==> config.mk <==
export PLATFORM = sky130hd
export DESIGN_NAME = quad_dac_serial_pin_control
export DESIGN_NICKNAME = d
export VERILOG_FILES = /design/src/shared/quad_dac_pkg.sv /design/src/hw/quad_dac_serial_pin_control.sv
export SDC_FILE = /design/constraint.sdc
export NUM_CORES = 1
export LEC_CHECK = 0
export BUFFER_PORTS_ARGS = -buffer_cell sky130_fd_sc_hd__buf_2
export CORE_UTILIZATION = 50
export CTS_CLUSTER_DIAMETER = 120
export DETAILED_ROUTE_END_ITERATION = 8
export PLACE_DENSITY = 0.7
export SYNTH_ARGS = -nofsm -noshare
export SYNTH_HDL_FRONTEND = slang
export SYNTH_SLANG_ARGS = --single-unit
==> constraint.sdc <==
create_clock -name sys_clk -period 2.6 [get_ports sys_clk]
set_clock_uncertainty 0.15 [all_clocks]
set_input_delay 0.65 -clock sys_clk [delete_from_list [all_inputs] [get_ports sys_clk]]
set_output_delay 0.65 -clock sys_clk [all_outputs]
set_load 0.005 [all_outputs]
==> src/shared/quad_dac_pkg.sv <==
// constants and carrier types for the four-channel converter pin control
// assumes a single system clock; all pins arrive asynchronously
package quad_dac_pkg;
   localparam int CHANNELS = 4;
   localparam int CODE_WIDTH = 16;
   localparam int FRAME_BITS = 24;
   localparam int CNT_WIDTH = 5;
   // frame layout: [17:16] channel index, [15:0] code
   localparam int FRAME_CHAN_LSB = 16;
   localparam int FRAME_CODE_LSB = 0;
   localparam logic [15:0] ZERO_SCALE_CODE = 16'h0000;
   localparam logic [15:0] MID_SCALE_CODE = 16'h8000;
   // cycles after reset release before the straps are taken (synchroniser fill)
   localparam logic [1:0] STRAP_SETTLE_CYCLES = 2'h3;
   localparam logic [1:0] STRAP_TAKE_CYCLE = 2'h1;

   // strap levels caught once after reset
   typedef struct packed {
      logic gainTwo;
      logic refHalved;
      logic resetMid;
   } strap_type;

   // the three serial input pins as seen from the device
   typedef struct packed {
      logic csB;
      logic sclk;
      logic sdi;
   } serial_pins_type;
endpackage : quad_dac_pkg

==> src/hw/quad_dac_serial_pin_control.sv <==
// pin-level control of a four-channel voltage-output converter
// assumes pins are asynchronous to sys_clk and sclk is far slower than sys_clk
//
// Summary of operation
// - gain strap picks gain one or two
// - divider strap halves reference; later changes ignored
// - reset level pin picks zero or midscale
// - strobe fall updates synchronous channels together
// - strobe tied low never disturbs operation
// - shift register enabled only while chip-select low
// - data-in captured on falling sclk while chip-select low
// - data output floats while chip-select high, outside alarm mode
// - shift register out, edge chosen by bit
// - output pin optionally open-drain alarm
`timescale 1ns/1ps
`default_nettype none
module quad_dac_serial_pin_control #(
   parameter int CHANNELS = quad_dac_pkg::CHANNELS,
   parameter int CODE_WIDTH = quad_dac_pkg::CODE_WIDTH
) (
   // clock, reset, enable
   input wire logic sys_clk,
   input wire logic rst_b,
   input wire logic clkEn,
   // serial pins
   input wire quad_dac_pkg::serial_pins_type serialPins,
   output logic sdoOut,
   output logic sdoOe,
   // strap and strobe pins
   input wire logic gainStrap,
   input wire logic referenceHalvingStrap,
   input wire logic resetLevelSelect,
   input wire logic loadStrobe,
   // configuration and alarm sources
   input wire logic outputEdgeSelect,
   input wire logic alarmMode,
   input wire logic [CHANNELS-1:0] syncMode,
   input wire logic crcFail,
   input wire logic refAlarm,
   // converter state
   output logic gainTwo,
   output logic refHalved,
   output logic [CHANNELS-1:0][CODE_WIDTH-1:0] chanCode
);
   localparam int FB = quad_dac_pkg::FRAME_BITS;

   logic [2:0] csSync_r, sclkSync_r, sdiSync_r, strobeSync_r;
   logic [1:0] gainSync_r, divSync_r, lvlSync_r;
   logic [1:0] settle_r;
   logic resetMid_r;
   logic [FB-1:0] shift_r;
   logic [quad_dac_pkg::CNT_WIDTH-1:0] bitCnt_r;
   logic [CHANNELS-1:0][CODE_WIDTH-1:0] buffer_r;
   logic csLow, sclkFall, sclkRise, csRise, csFall, strobeFall, writeStrobe, alarmNow;
   logic [1:0] writeChan;

   // pin synchronisers; only the later stages are read by logic
   always_ff @(posedge sys_clk) begin
      if (!rst_b) begin
         csSync_r <= 3'h7;
         sclkSync_r <= 3'h0;
         sdiSync_r <= 3'h0;
         strobeSync_r <= 3'h0; // low start: no false edge with pin tied low
         gainSync_r <= 2'h0;
         divSync_r <= 2'h0;
         lvlSync_r <= 2'h0;
      end else if (clkEn) begin
         csSync_r <= {csSync_r[1:0], serialPins.csB};
         sclkSync_r <= {sclkSync_r[1:0], serialPins.sclk};
         sdiSync_r <= {sdiSync_r[1:0], serialPins.sdi};
         strobeSync_r <= {strobeSync_r[1:0], loadStrobe};
         gainSync_r <= {gainSync_r[0], gainStrap};
         divSync_r <= {divSync_r[0], referenceHalvingStrap};
         lvlSync_r <= {lvlSync_r[0], resetLevelSelect};
      end
   end

   // edge detection on synchronised pins
   assign csLow = !csSync_r[1];
   assign csRise = csSync_r[1] && !csSync_r[2];
   assign csFall = !csSync_r[1] && csSync_r[2];
   assign sclkFall = !sclkSync_r[1] && sclkSync_r[2];
   assign sclkRise = sclkSync_r[1] && !sclkSync_r[2];
   assign strobeFall = !strobeSync_r[1] && strobeSync_r[2];
   assign writeStrobe = csRise && (bitCnt_r == quad_dac_pkg::CNT_WIDTH'(FB));
   assign writeChan = shift_r[quad_dac_pkg::FRAME_CHAN_LSB +: 2];
   assign alarmNow = crcFail || refAlarm;

   // straps are taken once, after the synchronisers have filled
   always_ff @(posedge sys_clk) begin
      if (!rst_b) begin
         settle_r <= quad_dac_pkg::STRAP_SETTLE_CYCLES;
         gainTwo <= 1'b0;
         refHalved <= 1'b0;
         resetMid_r <= 1'b0;
      end else if (clkEn && settle_r != 2'h0) begin
         settle_r <= settle_r - 2'h1;
         if (settle_r == quad_dac_pkg::STRAP_TAKE_CYCLE) begin
            gainTwo <= gainSync_r[1];
            refHalved <= divSync_r[1]; // later strap moves never reach here
            resetMid_r <= lvlSync_r[1];
         end
      end
   end

   // input shift register, live only inside a frame
   always_ff @(posedge sys_clk) begin
      if (!rst_b) begin
         shift_r <= '0;
         bitCnt_r <= '0;
      end else if (clkEn) begin
         if (csFall) begin
            bitCnt_r <= '0;
         end else if (csLow && sclkFall) begin
            shift_r <= {shift_r[FB-2:0], sdiSync_r[1]};
            if (bitCnt_r != '1) begin
               bitCnt_r <= bitCnt_r + 1'b1;
            end
         end
      end
   end

   // data-out pin: serial data or open-drain alarm
   always_ff @(posedge sys_clk) begin
      if (!rst_b) begin
         sdoOut <= 1'b0;
         sdoOe <= 1'b0;
      end else if (clkEn) begin
         if (alarmMode) begin
            sdoOut <= 1'b0; // only ever pulls low
            sdoOe <= alarmNow;
         end else begin
            sdoOe <= csLow && !csFall;
            if (csFall) begin
               sdoOut <= shift_r[FB-1];
            end else if (csLow && outputEdgeSelect && sclkFall) begin
               sdoOut <= shift_r[FB-2];
            end else if (csLow && !outputEdgeSelect && sclkRise) begin
               sdoOut <= shift_r[FB-1];
            end
         end
      end
   end

   // per-channel buffer and output code
   for (genvar ch = 0; ch < CHANNELS; ch++) begin : g_chan
      always_ff @(posedge sys_clk) begin
         if (!rst_b) begin
            buffer_r[ch] <= quad_dac_pkg::ZERO_SCALE_CODE;
            chanCode[ch] <= quad_dac_pkg::ZERO_SCALE_CODE;
         end else if (clkEn) begin
            if (settle_r == quad_dac_pkg::STRAP_TAKE_CYCLE) begin
               buffer_r[ch] <= lvlSync_r[1] ? quad_dac_pkg::MID_SCALE_CODE
                  : quad_dac_pkg::ZERO_SCALE_CODE;
               chanCode[ch] <= lvlSync_r[1] ? quad_dac_pkg::MID_SCALE_CODE
                  : quad_dac_pkg::ZERO_SCALE_CODE;
            end else begin
               if (writeStrobe && writeChan == 2'(ch)) begin
                  buffer_r[ch] <= shift_r[quad_dac_pkg::FRAME_CODE_LSB +: CODE_WIDTH];
               end
               if (writeStrobe && writeChan == 2'(ch) && !syncMode[ch]) begin
                  chanCode[ch] <= shift_r[quad_dac_pkg::FRAME_CODE_LSB +: CODE_WIDTH];
               end else if (syncMode[ch] && strobeFall) begin
                  chanCode[ch] <= buffer_r[ch];
               end
            end
         end
      end
   end
endmodule : quad_dac_serial_pin_control
`default_nettype wire

* After elaboration in Yosys (flattened, before gate mapping) *
Index checks and enable logic that the tools add are counted.

word-level totals
  logic and storage cells = 122
  register bits after elaboration = 180

operators by class
  bitwise operators = 1
  eq/ne operators = 6
  add/subtract/negate cells = 2
  multiplexer cells = 29
  reduce and logical (&&, ||, !) cells = 62

operators by type and width
  cell                                                  number
  2-to-1 mux 16 bit                                     21
  logical AND 1 bit                                     25
  AND reduction 2 bit                                   10
  2-to-1 mux 5 bit                                      3
  nonzero test 2 bit                                    7
  nonzero test 3 bit                                    4
  zero test 1 bit                                       11
  AND reduction 3 bit                                   2
  adder 5 x 1 -> 5 bit (second input constant)          1
  equality test 5 bit (second input constant)           1
  2-to-1 mux 1 bit                                      5
  inequality test 5 bit (second input constant)         1
  equality test 2 x 1 -> 1 bit (second input constant)  2
  equality test 2 bit (second input constant)           2
  nonzero test 4 bit                                    1
  zero test 2 bit                                       1
  subtractor 2 x 1 -> 2 bit (second input constant)     1
  logical OR 1 bit                                      1
  NOT 1 bit                                             1

* Depth between registers and ports, before layout *
  depth after elaboration = 7
  depth in mapped cells = 9
  mapped depth without buffers = 7

* Worst setup path before layout *
OpenSTA, ideal clock, no wires.

  path kind = in2reg
  start point = in syncMode[2]
  end point = reg chanCode[36] in the netlist's numbering
  stages = 6
  data required time = 2,390 ps
  library setup time = 60 ps
  arrival = 2,038 ps
  slack = 352 ps
  path through = and3b_1 > clkbuf_1 > o21a_1 > a211oi_1 > buf_2 > a221o_1

between the ends
  longest elaborated chain between the ends = 4
  elaborated cells on any way between the ends = 7
  classes of those cells = mux: 2; reduce/logical: 5

RTL lines
  what                                                                       RTL line                            RTL
  from (decl)                                                                quad_dac_serial_pin_control.sv:37   input wire logic [CHANNELS-1:0] syncMode,
  zero test 1 bit                                                            quad_dac_serial_pin_control.sv:161  if (writeStrobe && writeChan == 2'(ch) && !syncMode[ch]) begin
  logical AND 1 bit                                                          quad_dac_serial_pin_control.sv:161
  nonzero test 3 bit (no source line) or 2-to-1 mux 16 bit (tied branches)   -
  AND reduction 2 bit (no source line) or 2-to-1 mux 16 bit (tied branches)  -
  to (signal, indexed assignment)                                            quad_dac_serial_pin_control.sv:155  chanCode[ch] <= lvlSync_r[1] ? quad_dac_pkg::MID_SCALE_CODE
  to (signal, indexed assignment)                                            quad_dac_serial_pin_control.sv:162  chanCode[ch] <= shift_r[quad_dac_pkg::FRAME_CODE_LSB +: CODE_WIDTH];
  to (signal, indexed assignment)                                            quad_dac_serial_pin_control.sv:164  chanCode[ch] <= buffer_r[ch];
  to (decl)                                                                  quad_dac_serial_pin_control.sv:43   output logic [CHANNELS-1:0][CODE_WIDTH-1:0] chanCode

Several ways; a longest one is shown, not always the timed one.
A chain may end at the register's enable or synchronous reset.

* Final worst setup path *
  start point = reg bitCnt_r[0] in the netlist's numbering
  end point = reg buffer_r[47] in the netlist's numbering

between the ends
  longest elaborated chain between the ends = 5

RTL lines
  what                                  RTL line                            RTL
  from (decl)                           quad_dac_serial_pin_control.sv:52   logic [quad_dac_pkg::CNT_WIDTH-1:0] bitCnt_r;
  from (signal assigned)                quad_dac_serial_pin_control.sv:117  bitCnt_r <= bitCnt_r + 1'b1;
  equality test 5 bit                   quad_dac_serial_pin_control.sv:85   assign writeStrobe = csRise && (bitCnt_r == quad_dac_pkg::CNT_WIDTH'(FB));
  logical AND 1 bit                     quad_dac_serial_pin_control.sv:85
  logical AND 1 bit                     quad_dac_serial_pin_control.sv:158  if (writeStrobe && writeChan == 2'(ch)) begin
  nonzero test 2 bit (no source line)   -
  AND reduction 2 bit (no source line)  -
  to (signal, indexed assignment)       quad_dac_serial_pin_control.sv:149  buffer_r[ch] <= quad_dac_pkg::ZERO_SCALE_CODE;
  to (signal, indexed assignment)       quad_dac_serial_pin_control.sv:153  buffer_r[ch] <= lvlSync_r[1] ? quad_dac_pkg::MID_SCALE_CODE
  to (signal, indexed assignment)       quad_dac_serial_pin_control.sv:159  buffer_r[ch] <= shift_r[quad_dac_pkg::FRAME_CODE_LSB +: CODE_WIDTH];
  to (decl)                             quad_dac_serial_pin_control.sv:53   logic [CHANNELS-1:0][CODE_WIDTH-1:0] buffer_r;

No other way between the ends.

==> impl_metrics.tcl <==
set metrics [dict create \
    outcome "finished with violations" \
    violations "DRC" \
    wire_per_inst_um 17.97 \
    track_usage_pct 24.99 \
    remaining_drc_errors 9 \
    drt_first_iter_violations 522 \
    fillers 1276 \
    rsz0062_at_grt "false" \
    viasPerCell 5.830 \
    vias 6226 \
    die_area_sq_um 15720 \
    fin_cells 1068 \
    core-area_sq_um 14700 \
    ant_nets 0 \
    die_y_um 125.4 \
    synth_edf_count 0 \
    clockPowerShare_pct 45.6 \
    port_buffers 85 \
    seqCellArea_sq_um 3603 \
    cpPeakStageDelay_ns 0.95 \
    clkTransAtPathRegs_ns 0.07 \
    antenna_found_initial 0 \
    ys_ff_latch 180 \
    rows 44 \
    dp_cells 1036 \
    sw_frac_of_total_pct 22.60 \
    multi_input_area_sq_um 3692 \
    p_leak_nw 3.814 \
    crit_chain "inv_1 -> ha_1 -> nand2_1 -> nor3_1 -> o21ai_2 -> mux2i_1" \
    synthCells 818 \
    seq_area_frac_synth_pct 47.34 \
    cts_tree "built" \
    vdd_ir_drop_max_v 0.0004373 \
    ios 86 \
    synth_area_sq_um 7612 \
    initial_core_util_pct 51.79 \
    p_sw_w 0.001265 \
    fin_crit_ns 2.443 \
    place_area_sq_um 8138 \
    max_freq_mhz 409.4 \
    synthesis.nets 841 \
    grt_pass1_vias 5953 \
    worstMarginPinSlew_ns 1.252 \
    seqPwrFrac_pct 49.8 \
    numCtsBuffers 17 \
    cap_violations 0 \
    post-route-period-util_pct 93.95 \
    path_max_fanout 16 \
    syn_area_per_cell_sq_um 9.306 \
    finalSetupViolations 0 \
    clock-root-buffer "clkbuf_16" \
    numClockSinks 180 \
    slew_viol_final 0 \
    cp-start-kind "flop" \
    drtPass1Iterations 6 \
    hold-worst-slack_ns 0.2905 \
    synth_ff_type "dfxtp_1" \
    num_antenna_cells 0 \
    drive_gt1_share_pct 16.40 \
    synth-async-reset-ratio_pct 0 \
    area_growth_pct 14.78 \
    grt_max_degree 90 \
    arrival_ns 2.64 \
    setup_tns_ns 0 \
    grt_first_pass_wirelength_um 30800 \
    finalHoldViolCount 0 \
    critPathRequiredTime_ns 2.80 \
    timing.slew.headroom_pct 16.53 \
    power.internal_w 0.004333 \
    dp_hpwl_um 12820 \
    p_total_w 0.005599 \
    nNetsFinal 894 \
    hold_class "in -> reg" \
    die_x_um 125.4 \
    htree_num_levels 4 \
    final_area_sq_um 8737 \
    clk_path_buf_depth 2 \
    insertion_delay_ns 0.43 \
    criticalPathCategory "reg -> reg" \
    cp-end-kind "flop" \
    grt-ovfl-total 0 \
    slowest_stage "o21ai_2" \
    yosysWarnings 0 \
    synth_cell_types 50 \
    combPwrFrac_pct 4.6 \
    gp_congestion 0.8921 \
    wl_um 19190 \
    p_per_area_nw_per_um2 640.8 \
]
worst max-delay path: cells and delay by family (launching register included):
| kind | cells | cell delay (ns) |
|---|---|---|
| AOI/OAI and AO/OA | 1 | 0.95 |
| DFF | 1 | 0.36 |
| muxes | 1 | 0.30 |
| and+or+nand+nor | 2 | 0.29 |
| adders and majority gates | 1 | 0.24 |
| buffers and inverters | 1 | 0.07 |
worst paths after layout:
| path | from | to | slack [ns] | cells after the start |
|---|---|---|---|---|
| worst min-delay path | serialPins[2] | csSync_r[0] | 0.29 | 3 |
| worst max-delay path | bitCnt_r[0] | buffer_r[47] | 0.16 | 6 |
| worst max register to register | bitCnt_r[0] | buffer_r[47] | 0.16 | 6 |
| worst min register to register | buffer_r[21] | buffer_r[21] | 0.31 | 2 |
area by class of cell:
cell class | instances | share of cell area, %
inverter | 9 | 0.3867
clock buffer | 23 | 5.356
sequential | 180 | 41.24
multi-input combinational | 558 | 42.26
tap | 184 | 2.635
clock inverter | 9 | 1.360
timing repair buffer | 105 | 6.759
power groups by stage:
stage	sequential (W)	combinational (W)	clock [W]
2_1_floorplan	0.00285	0.000180	0
3_3_place_gp	0.00285	0.000244	0
3_5_place_dp	0.00285	0.000252	0
4_1_cts	0.00279	0.000253	0.00259
5_1_grt	0.00279	0.000280	0.00272
6_report	0.00279	0.000257	0.00255
cell usage in the layout, fill, tap and decap left out, types with 3 or more instances in the layout:
cell	synthesis	layout
o21ai_0	6	6
a21boi_0	31	31
nand2b_1	5	5
inv_6	0	3
buf_2	10	84
a21oi_1	32	32
nand2_1	143	143
ha_1	5	5
nor2_1	25	25
nor3b_1	3	3
nand4_1	3	3
mux2i_1	79	79
inv_1	9	9
nand3_1	3	3
o21a_1	34	34
nor2b_1	20	20
clkbuf_16	0	17
dfxtp_1	180	180
o211ai_1	3	3
buf_4	0	20
and3_1	62	62
a221o_1	31	31
clkbuf_1	56	4
and3b_1	5	5
o22ai_1	31	31
state kept, by name, summed over array words and instances (netlist names), 2 cells and up:
register / count
buffer_r: 64
chanCode: 64
shift_r: 24
bitCnt_r: 5
csSync_r: 3
sclkSync_r: 3
strobeSync_r: 3
divSync_r: 2
gainSync_r: 2
lvlSync_r: 2
sdiSync_r: 2
settle_r: 2
cell usage after synthesis (2+ instances only):
cell type	n	area (sq um)
nand2_1	143	536.8
nor2b_1	20	125.1
mux2i_1	79	790.8
o21ai_0	6	30.03
ha_1	5	62.56
buf_2	10	50.05
o211ai_1	3	22.52
xor2_1	2	17.52
nand3_1	3	15.01
a311oi_1	2	17.52
o21a_1	34	255.2
nor3b_1	3	22.52
a21boi_0	31	232.7
a21oi_1	32	160.2
and3b_1	5	43.79
nand2b_1	5	31.28
dfxtp_1	180	3603
nand4_1	3	18.77
o21bai_1	2	15.01
clkbuf_1	56	210.2
o21ai_1	2	10.01
nor2_1	25	93.84
and2_1	3	18.77
nor3_1	3	15.01
buf_6	4	45.04
a31o_2	2	17.52
and3_1	62	387.9
a32oi_1	2	17.52
o22ai_1	31	193.9
a211oi_1	2	15.01
inv_1	9	33.78
a221o_1	31	310.3
metrics by stage:
step | worst slack, ns | util [%]
detailed placement | 0.03251 | 55.36
finish | 0.1573 | 59.44
floorplan | 0.3522 | -
global route | 0.02626 | 59.44
global placement | 0.1006 | 55.36
CTS | 0.1344 | 59.35
metal layers:
| layer | vias to the layer above | wire length [um] | global-route usage, % |
|---|---|---|---|
| li1 | 3013 | - | - |
| met1 | 2968 | 8242 | 29.65 |
| met2 | 194 | 9144 | 41.34 |
| met3 | 51 | 1080 | 6.290 |
| met4 | 0 | 724 | 14.06 |
| met5 | - | 0 | 0 |
repair_timing:
| item | CTS | global route |
|---|---|---|
| buffers inserted | 0 | 0 |
| setup endpoints to repair | 0 | 17 |
| gates resized for setup | 0 | 3 |
| hold buffers | 0 | 0 |
cells by family after synthesis:
group	after synthesis	share of synthesized area [%]
AO/OA/AOI/OAI	189	18.21
AND/OR/NAND/NOR	281	18.24
multiplexers	80	10.54
buffers and inverters	80	4.504
flip-flops	180	47.34
XOR/XNOR	3	0.3452
adder cells (fa/ha/maj)	5	0.8218
No activity file was read; power rests on OpenSTA's default activity.
